$ cat src/vcst_pkg.sv
// Constants, types and register map for the video memory strobe controller
package vcst_pkg;

    // Register byte offsets on the AHB-Lite slave
    localparam logic [7:0] REG_CMD    = 8'h00;
    localparam logic [7:0] REG_ROW    = 8'h04;
    localparam logic [7:0] REG_COL    = 8'h08;
    localparam logic [7:0] REG_COLOR  = 8'h0C;
    localparam logic [7:0] REG_SERIAL = 8'h10;
    localparam logic [7:0] REG_STATUS = 8'h14;
    localparam logic [7:0] REG_SDATA  = 8'h18;

    // Command register fields
    localparam int CMD_OP_LSB   = 0;
    localparam int CMD_LOW_BIT  = 3;
    localparam int CMD_HIGH_BIT = 4;

    // Operation codes
    localparam logic [2:0] OP_NONE   = 3'h0;
    localparam logic [2:0] OP_COLOR  = 3'h1;
    localparam logic [2:0] OP_FULL   = 3'h2;
    localparam logic [2:0] OP_SPLIT  = 3'h3;
    localparam logic [2:0] OP_STOP   = 3'h4;
    localparam logic [2:0] OP_OPTRST = 3'h5;

    // Serial register fields
    localparam int SER_COUNT_LSB = 0;
    localparam int SER_OE_BIT    = 16;

    // Status register fields
    localparam int ST_BUSY_BIT   = 0;
    localparam int ST_FULL_BIT   = 1;
    localparam int ST_STOP_BIT   = 2;
    localparam int ST_HALF_BIT   = 3;
    localparam int ST_ERR_BIT    = 4;
    localparam int ST_SBUSY_BIT  = 5;
    localparam int ST_CODE_LSB   = 8;

    // Split tap that is never valid within a half
    localparam logic [6:0] TAP_LAST  = 7'h7F;

    // Timing
    localparam int CLK_PERIOD_NS = 20;
    localparam int T_STEP_NS     = 40;
    localparam int T_PRE_NS      = 80;
    localparam int SER_PERIOD_NS = 160;
    localparam int T_STEP_CYC    = (T_STEP_NS + CLK_PERIOD_NS - 1)
                                   / CLK_PERIOD_NS;
    localparam int T_PRE_CYC     = (T_PRE_NS + CLK_PERIOD_NS - 1)
                                   / CLK_PERIOD_NS;
    localparam int SER_DIV       = SER_PERIOD_NS / CLK_PERIOD_NS;
    localparam int SER_HALF      = SER_DIV / 2;

    // Memory strobe and control pins
    typedef struct packed {
        logic       row_strobe_n;
        logic       col_strobe_n;
        logic [8:0] addr;
        logic       special_function_sel;
        logic       transfer_output_gate_n;
        logic       low_byte_write_enable_n;
        logic       high_byte_write_enable_n;
    } vcst_pins_type;

    localparam vcst_pins_type PINS_IDLE = '{1'b1, 1'b1, 9'h000, 1'b0,
                                            1'b1, 1'b1, 1'b1};

endpackage
$ cat src/vcst_host.sv
// Host controller driving the video memory strobes and serial port
`timescale 1ns/10ps

// Behaviour
// Color load uses write timing with select high at both strobe falls
// Device latches all sixteen data pins at later of column or enable fall
// With one byte enable low, only that color byte loads
// Color register holds until the next color load or power loss
// Block write masks: zero bits leave columns or data bits unwritten
// Block write ignores column bits 0 to 2 and picks block
// Transfer starts with gate low and enables high at row fall
// Transfer copies half a row, 256 words, into serial store
// Full transfer: row bits pick row, A8 half, A0-A7 tap
// Full transfer form chosen by where gate trailing edge falls
// Split transfers reload one store half while other shifts out
// Split: select high, gate low; A7 ignored, A0-A6 pick tap
// Split taps 127, 255 and stop points are not allowed
// A full transfer must come before the first split transfer
// Half indicator low for lower half, high for upper half
// Half indicator follows tap after full transfer and at crossings
// Serial reads run independently except during transfers (the controller halts the shift clock during every strobe cycle)
// Output enable gates outputs; every shift clock edge advances pointer (the model advances it on rising edges only)
// After full transfer pointer runs to 255 then wraps to 0
// Split pointer reaches half top, then new tap or next half
// Stop-point mode splits store into partitions ending in stop points
// Stop set: column strobe, enables low, select high at row fall
// In stop-point mode column bits seven and eight are swapped
// Option reset cycle ends stop-point mode; avoid it when needed
// Color register is undefined after power-up until first load
module vcst_host
#(
    parameter int COUNT_W = 9
)
(
    // Clock and reset
    input  wire logic                   CLOCK,
    input  wire logic                   RST_N,
    // AHB-Lite slave
    input  wire logic                   HSEL,
    input  wire logic [31:0]            HADDR,
    input  wire logic [1:0]             HTRANS,
    input  wire logic                   HWRITE,
    input  wire logic [2:0]             HSIZE,
    input  wire logic [31:0]            HWDATA,
    input  wire logic                   HREADY,
    output logic                        HREADYOUT,
    output logic [31:0]                 HRDATA,
    output logic                        HRESP,
    // Memory strobes and control
    output vcst_pkg::vcst_pins_type     DRAM_PINS,
    // Data pins
    input  wire logic [15:0]            DATA_IO_PINS_IN,
    output logic [15:0]                 DATA_IO_PINS_OUT,
    output logic                        DATA_IO_PINS_OE,
    // Serial port
    output logic                        SERIAL_SHIFT_CLOCK,
    output logic                        SERIAL_OUTPUT_ENABLE_N,
    input  wire logic [15:0]            SERIAL_DATA_IN,
    input  wire logic                   SERIAL_HALF_INDICATOR
);
    import vcst_pkg::*;

    typedef enum logic [2:0] {
        S_IDLE, S_SETUP, S_RAS, S_COL, S_CAS, S_TRG, S_END, S_PRE
    } vcst_state_type;

    vcst_state_type      state;
    vcst_state_type      next_state;
    vcst_pins_type       next_pins;
    logic [2:0]          op;
    logic                low_en;
    logic                high_en;
    logic [8:0]          row;
    logic [8:0]          col;
    logic [15:0]         color;
    logic [2:0]          step;
    logic                full_done;
    logic                stop_mode;
    logic [3:0]          stop_code;
    logic                err;
    logic                dq_oe;
    logic [15:0]         dq_out;
    logic [COUNT_W-1:0]  ser_count;
    logic                ser_oe;
    logic [3:0]          div;
    logic                sc;
    logic [15:0]         sdata;
    logic [15:0]         sq_meta;
    logic [15:0]         sq_sync;
    logic                half_meta;
    logic                half_sync;
    logic                wr_pend;
    logic [7:0]          wr_addr;
    logic [7:0]          rd_addr;

    // Bus decode
    wire        bus_go    = HSEL && HREADY && HTRANS[1];
    wire        wr_cmd    = wr_pend && (wr_addr == REG_CMD);
    wire [2:0]  new_op    = HWDATA[CMD_OP_LSB +: 3];
    wire        is_xfer   = (op == OP_FULL) || (op == OP_SPLIT);
    wire        is_cbr    = (op == OP_STOP) || (op == OP_OPTRST);
    wire [6:0]  stop_mask = {stop_code[2:0], 4'hF};
    wire        bad_tap   = (col[6:0] == TAP_LAST) ||
                            (stop_mode &&
                             ((col[6:0] & stop_mask) == stop_mask));
    wire        op_valid  = (new_op != OP_NONE) && (new_op <= OP_OPTRST);
    wire        busy      = (state != S_IDLE);
    wire        refuse    = busy || !op_valid ||
                            ((new_op == OP_SPLIT) && (!full_done || bad_tap));
    wire        cmd_go    = wr_cmd && !refuse;
    wire        step_done = (state == S_PRE) ?
                            (step == 3'(T_PRE_CYC - 1)) :
                            (step == 3'(T_STEP_CYC - 1));
    wire        ser_run   = (state == S_IDLE) &&
                            ((ser_count != '0) || (div != 4'h0));
    wire        sc_rise   = ser_run && (div == 4'(SER_HALF - 1));
    wire        ends      = (state == S_END) && step_done;

    function automatic vcst_pins_type strobe(input vcst_state_type s);
        vcst_pins_type p;
        p = PINS_IDLE;
        if (s == S_SETUP || s == S_RAS || s == S_COL || s == S_CAS ||
            s == S_TRG)
        begin
            p.addr = row;
            p.special_function_sel = (op == OP_COLOR) || (op == OP_SPLIT)
                                     || (op == OP_STOP);
            p.transfer_output_gate_n = !is_xfer;
            p.col_strobe_n = !is_cbr;
            p.low_byte_write_enable_n = !(op == OP_STOP);
            p.high_byte_write_enable_n = !(op == OP_STOP);
            p.row_strobe_n = (s == S_SETUP);
        end
        if (s == S_COL || s == S_CAS || s == S_TRG)
        begin
            p.addr = col;
            p.special_function_sel = (op == OP_COLOR);
            p.low_byte_write_enable_n = !((op == OP_COLOR) && low_en);
            p.high_byte_write_enable_n = !((op == OP_COLOR) && high_en);
            p.col_strobe_n = (s == S_COL);
        end
        if (s == S_TRG)
            p.transfer_output_gate_n = 1'b1;
        return p;
    endfunction

    always_comb
        next_pins = strobe(state);

    always_comb
    begin
        next_state = state;
        case (state)
            S_IDLE:  if (cmd_go) next_state = S_SETUP;
            S_SETUP: if (step_done) next_state = S_RAS;
            S_RAS:   if (step_done) next_state = is_cbr ? S_END : S_COL;
            S_COL:   if (step_done) next_state = S_CAS;
            S_CAS:   if (step_done) next_state = S_TRG;
            S_TRG:   if (step_done) next_state = S_END;
            S_END:   if (step_done) next_state = S_PRE;
            S_PRE:   if (step_done) next_state = S_IDLE;
            default: next_state = S_IDLE;
        endcase
    end

    // Sequencer
    always_ff @(posedge CLOCK or negedge RST_N)
    begin
        if (!RST_N)
        begin
            state <= S_IDLE;
            step <= 3'h0;
            DRAM_PINS <= PINS_IDLE;
        end
        else
        begin
            state <= next_state;
            step <= (next_state != state) ? 3'h0 : step + 3'h1;
            DRAM_PINS <= next_pins;
        end
    end

    // Color data drive during the column phase of a color load
    always_ff @(posedge CLOCK or negedge RST_N)
    begin
        if (!RST_N)
        begin
            dq_oe <= 1'b0;
            dq_out <= 16'h0000;
        end
        else
        begin
            dq_oe <= (op == OP_COLOR) && (next_state == S_COL ||
                     next_state == S_CAS || next_state == S_TRG);
            dq_out <= color;
        end
    end

    assign DATA_IO_PINS_OE  = dq_oe;
    assign DATA_IO_PINS_OUT = dq_out;

    // Mode flags
    always_ff @(posedge CLOCK or negedge RST_N)
    begin
        if (!RST_N)
        begin
            full_done <= 1'b0;
            stop_mode <= 1'b0;
            stop_code <= 4'h0;
        end
        else if (ends)
        begin
            if (op == OP_FULL)
                full_done <= 1'b1;
            if (op == OP_STOP)
            begin
                stop_mode <= 1'b1;
                stop_code <= row[7:4];
            end
            if (op == OP_OPTRST)
                stop_mode <= 1'b0;
        end
    end

    // Serial shift clock divider, halted during strobe cycles
    always_ff @(posedge CLOCK or negedge RST_N)
    begin
        if (!RST_N)
        begin
            div <= 4'h0;
            sc <= 1'b0;
            sdata <= 16'h0000;
        end
        else
        begin
            div <= !ser_run ? 4'h0 :
                   (div == 4'(SER_DIV - 1)) ? 4'h0 : div + 4'h1;
            sc <= sc_rise ||
                  (ser_run && sc && (div != 4'(SER_DIV - 1)));
            if (sc_rise)
                sdata <= sq_sync;
        end
    end

    assign SERIAL_SHIFT_CLOCK = sc;

    // Pin synchronisers
    always_ff @(posedge CLOCK or negedge RST_N)
    begin
        if (!RST_N)
        begin
            sq_meta <= 16'h0000;
            sq_sync <= 16'h0000;
            half_meta <= 1'b0;
            half_sync <= 1'b0;
        end
        else
        begin
            sq_meta <= SERIAL_DATA_IN;
            sq_sync <= sq_meta;
            half_meta <= SERIAL_HALF_INDICATOR;
            half_sync <= half_meta;
        end
    end

    // Register file
    always_ff @(posedge CLOCK or negedge RST_N)
    begin
        if (!RST_N)
        begin
            wr_pend <= 1'b0;
            wr_addr <= 8'h00;
            rd_addr <= 8'h00;
            op <= OP_NONE;
            low_en <= 1'b0;
            high_en <= 1'b0;
            row <= 9'h000;
            col <= 9'h000;
            color <= 16'h0000;
            ser_count <= '0;
            ser_oe <= 1'b0;
            err <= 1'b0;
        end
        else
        begin
            wr_pend <= bus_go && HWRITE;
            if (bus_go)
            begin
                wr_addr <= HADDR[7:0];
                rd_addr <= HADDR[7:0];
            end
            if (cmd_go)
            begin
                op <= new_op;
                low_en <= HWDATA[CMD_LOW_BIT];
                high_en <= HWDATA[CMD_HIGH_BIT];
            end
            if (wr_pend && wr_addr == REG_ROW && !busy)
                row <= HWDATA[8:0];
            if (wr_pend && wr_addr == REG_COL && !busy)
                col <= HWDATA[8:0];
            if (wr_pend && wr_addr == REG_COLOR && !busy)
                color <= HWDATA[15:0];
            if (wr_pend && wr_addr == REG_SERIAL)
            begin
                ser_count <= HWDATA[SER_COUNT_LSB +: COUNT_W];
                ser_oe <= HWDATA[SER_OE_BIT];
            end
            else if (sc_rise)
                ser_count <= ser_count - 1'b1;
            if (wr_cmd && refuse)
                err <= 1'b1;
            else if (wr_pend && wr_addr == REG_STATUS && HWDATA[ST_ERR_BIT])
                err <= 1'b0;
        end
    end

    always_ff @(posedge CLOCK or negedge RST_N)
    begin
        if (!RST_N)
            SERIAL_OUTPUT_ENABLE_N <= 1'b1;
        else
            SERIAL_OUTPUT_ENABLE_N <= !ser_oe;
    end

    wire [31:0] status_word = {20'h00000, stop_code, 2'h0,
                               (ser_count != '0), err, half_sync,
                               stop_mode, full_done, busy};

    assign HREADYOUT = 1'b1;
    assign HRESP     = 1'b0;
    assign HRDATA    =
        (rd_addr == REG_CMD)    ? {27'h0, high_en, low_en, op} :
        (rd_addr == REG_ROW)    ? {23'h0, row} :
        (rd_addr == REG_COL)    ? {23'h0, col} :
        (rd_addr == REG_COLOR)  ? {16'h0, color} :
        (rd_addr == REG_SERIAL) ? {15'h0, ser_oe,
                                   {(16 - COUNT_W){1'b0}}, ser_count} :
        (rd_addr == REG_STATUS) ? status_word :
        (rd_addr == REG_SDATA)  ? {16'h0, sdata} : 32'h0;
endmodule

$ cat config.mk
export PLATFORM = sky130hd
export DESIGN_NAME = vcst_host
export DESIGN_NICKNAME = d
export VERILOG_FILES = /design/src/vcst_pkg.sv /design/src/vcst_host.sv
export SDC_FILE = /design/constraint.sdc
export NUM_CORES = 1
export LEC_CHECK = 0
export BUFFER_PORTS_ARGS = -buffer_cell sky130_fd_sc_hd__clkbuf_2
export CAP_MARGIN = 20
export CORE_ASPECT_RATIO = 2
export CORE_MARGIN = 2
export CORE_UTILIZATION = 53
export DETAILED_ROUTE_END_ITERATION = 12
export PLACE_DENSITY = 0.91
export REMOVE_ABC_BUFFERS = 1
export SYNTH_ARGS = -nofsm -noshare
export SYNTH_HDL_FRONTEND = slang
export SYNTH_SLANG_ARGS = --single-unit
$ cat constraint.sdc
create_clock -name CLOCK -period 2.9 [get_ports CLOCK]
set_input_delay 0.145 -clock CLOCK [delete_from_list [all_inputs] [get_ports CLOCK]]
set_output_delay 0.145 -clock CLOCK [all_outputs]
set_load 0.02 [all_outputs]
==> impl_metrics.sql <==
INSERT INTO impl_metrics (metric_group, metric, value, unit) VALUES
('yosys', 'ys_seq_area_share', '57.0', '%'),
('routing', 'dr_total_vias', '5295', ''),
('cts', 'postCtsSetupRepairBufs', '0', ''),
('floorplan', 'core_region_area', '0.0129', 'mm^2'),
('yosys', 'ys.warnings.count', '0', ''),
('hold_path', 'min_path_type', 'in -> reg', ''),
('worst_setup_path', 'crit_path_max_fanout', '5', ''),
('yosys', 'postSynthRegisterBits', '159', ''),
('worst_setup_path', 'worst-endpoint-required', '2.76', 'ns'),
('worst_setup_path', 'critical_path.startpoint_type', 'flip-flop', ''),
('worst_setup_path', 'worstPathArrival', '2.68', 'ns'),
('cts', 'cts_buffers', '17', ''),
('worst_setup_path', 'reg2reg_to', 'ser_count[1]$_DFFE_PN0P_', ''),
('flow_run', 'cap_violations', '0', ''),
('worst_setup_path', 'worst_setup_path_end_kind', 'primary output', ''),
('routing', 'first_pass_iters', '5', ''),
('floorplan', 'initial_utilization', '54.2', '%'),
('floorplan', 'chipHeight', '166', 'um'),
('routing', 'route.antenna.remaining_nets', '0', ''),
('yosys', 'netlist-cell-type-count', '61', ''),
('timing', 'report.final.setup_viol', '0', ''),
('finish', 'layout.nets', '848', ''),
('yosys', 'synthMuxAreaShare', '13.2', '%'),
('power', 'leakage_dissipation', '4.08', 'nW'),
('worst_setup_path', 'crit-reg2reg-launch', 'ser_count[0]$_DFFE_PN0P_', ''),
('timing', 'finalWorstPathRequiredPeriod', '2.83', 'ns'),
('routing', 'post-route-drc-count', '0', ''),
('floorplan', 'top_level_port_count', '175', ''),
('floorplan', 'die_area', '0.0142', 'mm^2'),
('global_routing', 'grt_start_max_net_pins', '72', ''),
('yosys', 'synthFlopType', 'sky130_fd_sc_hd__dfrtp_1', ''),
('timing', 'slew-limit-headroom', '46.3', '%'),
('run_status', 'status', 'finished clean', ''),
('finish', 'layout_commonest_cell', 'sky130_fd_sc_hd__dfrtp_1', ''),
('cts', 'clock_sink_count', '159', ''),
('timing', 'timing_hold_violations_final', '0', ''),
('routing', 'top_signal_layer_used', 'met4', ''),
('timing', 'timing_worst_slew_pin_value', '0.804', 'ns'),
('yosys', 'area_share_of_fa_ha_maj_cells_after_synthesis', '0.715', '%'),
('placed_design', 'gp_congestion', '0.935', ''),
('routing', 'detailroute.wirelength.met2', '9990', 'um'),
('timing', 'skew', '0.00610', 'ns'),
('cts', 'tritoncts', 'built', ''),
('routing', 'dr_wl_met3', '957', 'um'),
('timing', 'setup_repair_after_global_routing_missed_its_margin', 'no', ''),
('routing', 'routed_wirelength', '17700', 'um'),
('power', 'power_per_standard_cell_area', '689', 'mW/mm^2'),
('placed_design', 'post-dp-hpwl', '12500', 'um'),
('floorplan', 'number_of_rows_in_the_core_area', '59', ''),
('routing', 'detail_route.wl_per_cell', '19.6', 'um'),
('yosys', 'syn_avg_cell_area', '11.7', 'um^2'),
('worst_setup_path', 'r2r_setup_slack', '0.24', 'ns'),
('global_routing', 'groute.usage.overall', '25.7', '%'),
('routing', 'drtIter0Drc', '338', ''),
('timing', 'finalCritPeriodShare', '97.5', '%'),
('global_routing', 'grt_first_pass_wirelength', '28300', 'um'),
('cts', 'worst_skew_pair.late_latency', '0.42', 'ns'),
('finish', 'diodes', '0', ''),
('timing', 'fmax', '0.354', 'GHz'),
('cts', 'cts_max_path_buffers', '2', ''),
('routing', 'wl_met1', '5760', 'um'),
('power', 'vdd.ir_drop.worst', '0.556', 'mV'),
('yosys', 'synthCells', '596', ''),
('cts', 'clock-root-buffer', 'sky130_fd_sc_hd__clkbuf_16', ''),
('worst_setup_path', 'cp-startpoint', 'rd_addr[1]$_DFFE_PN0P_', ''),
('floorplan', 'chipWidth', '85.2', 'um'),
('yosys', 'synth_edf_count', '0', ''),
('yosys', 'synth_compound_gate_area_share', '10.7', '%'),
('yosys', 'synth_simple_gate_area_share', '12.1', '%'),
('global_routing', 'first_global_vias', '5590', ''),
('global_routing', 'initial_antenna_violation_count', '0', '');
[cells in the mapped netlist, drive strengths merged (2+ instances only)]
cell | n | area share [%]
nor2 | 32 | 1.7
dfrtp | 153 | 55
a31oi | 6 | 0.54
nand3 | 9 | 0.72
mux2 | 76 | 12
or3 | 3 | 0.27
o21ai | 33 | 2.4
xnor2 | 6 | 0.75
nor3b | 5 | 0.54
nand4 | 7 | 0.72
dfstp | 6 | 2.3
a22o | 6 | 0.75
nor4b | 2 | 0.25
nand3b | 2 | 0.21
nor4 | 3 | 0.36
nand4b | 3 | 0.38
a22oi | 20 | 2.1
nor2b | 10 | 0.89
clkbuf | 18 | 0.97
inv | 13 | 0.70
nor3 | 13 | 1.2
ha | 4 | 0.72
nand2 | 41 | 2.2
o311a | 2 | 0.29
mux2i | 5 | 0.72
and3 | 9 | 0.80
conb | 2 | 0.11
o21bai | 2 | 0.21
nand2b | 10 | 0.89
a21oi | 32 | 2.3
buf | 28 | 2.9
o22ai | 10 | 0.89
and2 | 2 | 0.18
or4 | 2 | 0.27
xor2 | 7 | 0.88
[critical path: stages, from the launching register on]
cell	delay, ns
sky130_fd_sc_hd__dfrtp_1	0.39
sky130_fd_sc_hd__or4_4	0.61
sky130_fd_sc_hd__or2_2	0.36
sky130_fd_sc_hd__nor3_2	0.27
sky130_fd_sc_hd__a21oi_1	0.11
sky130_fd_sc_hd__o22ai_1	0.28
sky130_fd_sc_hd__clkbuf_2	0.24
[registers in the layout, summed over array words and instances (netlist names), 9 cells and up]
signal            count
sq_meta              16
sq_sync              16
DRAM_PINS            15
color                16
DATA_IO_PINS_OUT     16
row                   9
sdata                16
ser_count             9
col                   9
[per-layer routing]
layer | GRT usage (%) | vias up
met4 | 16.1 | 0
met5 | 0 | -
met1 | 25.5 | 2584
li1 | - | 2375
met2 | 47.5 | 260
met3 | 4.61 | 76
[what timing repair did]
action | 4_1_cts | 5_1_grt
hold buffers | 35 | 0
endpoints found under the hold margin | 99 | 0
resized for setup | 1 | 0
endpoints found under the setup margin | 1 | 0
[final cells by class]
cell class | instances | area, um^2
multi-input combinational | 393 | 2750
tap | 152 | 190
timing repair buffer | 153 | 1010
inverter | 13 | 48.8
clock buffer | 17 | 425
fill | 902 | 4380
sequential | 159 | 3990
clock inverter | 14 | 133
[per-stage QoR]
step	instances	total power, mW	util (%)	cell area, um^2	setup slack [ns]
4_1_cts	901	5.89	66.1	8540	0.0895
3_5_place_dp	835	3.72	59.1	7630	0.323
2_1_floorplan	565	3.34	-	6780	0.334
5_1_grt	901	6.14	66.1	8540	0.0181
6_report	901	5.89	66.1	8540	0.0732
3_3_place_gp	835	3.64	59.1	7630	0.417
[worst min-delay path by stage]
stage	start	to	slack, ns	depth (start not counted)
final	HWDATA[6]	row[6]$_DFFE_PN0P_	0.06	2
after global routing	HWDATA[5]	row[5]$_DFFE_PN0P_	0.06	2
after CTS	HWDATA[7]	ser_count[7]$_DFFE_PN0P_	0.04	3
after detailed placement	RST_N	color[9]$_DFFE_PN0P_	0.19	1
after global placement	RST_N	color[10]$_DFFE_PN0P_	0.18	1
after floorplan	RST_N	DATA_IO_PINS_OE$_DFF_PN0_	-0.15	0
[cell families (layout without fill, tap and decap cells)]
kind of cell / count (synthesis) / in the layout
xor+xnor: 13 / 13
flops: 159 / 159
fa+ha+maj: 4 / 4
mux: 81 / 81
buf+inv: 59 / 197
simple gates: 157 / 157
compound gates: 121 / 121
other cells: 2 / 17
[power by group]
part           internal (mW)  total (mW)  leakage, nW  switching (mW)
Clock                   1.20        2.14        0.278           0.940
Sequential              2.51        2.79         2.00           0.287
Combinational          0.459       0.958         1.80           0.498
No activity file was read; power rests on OpenSTA's default activity.
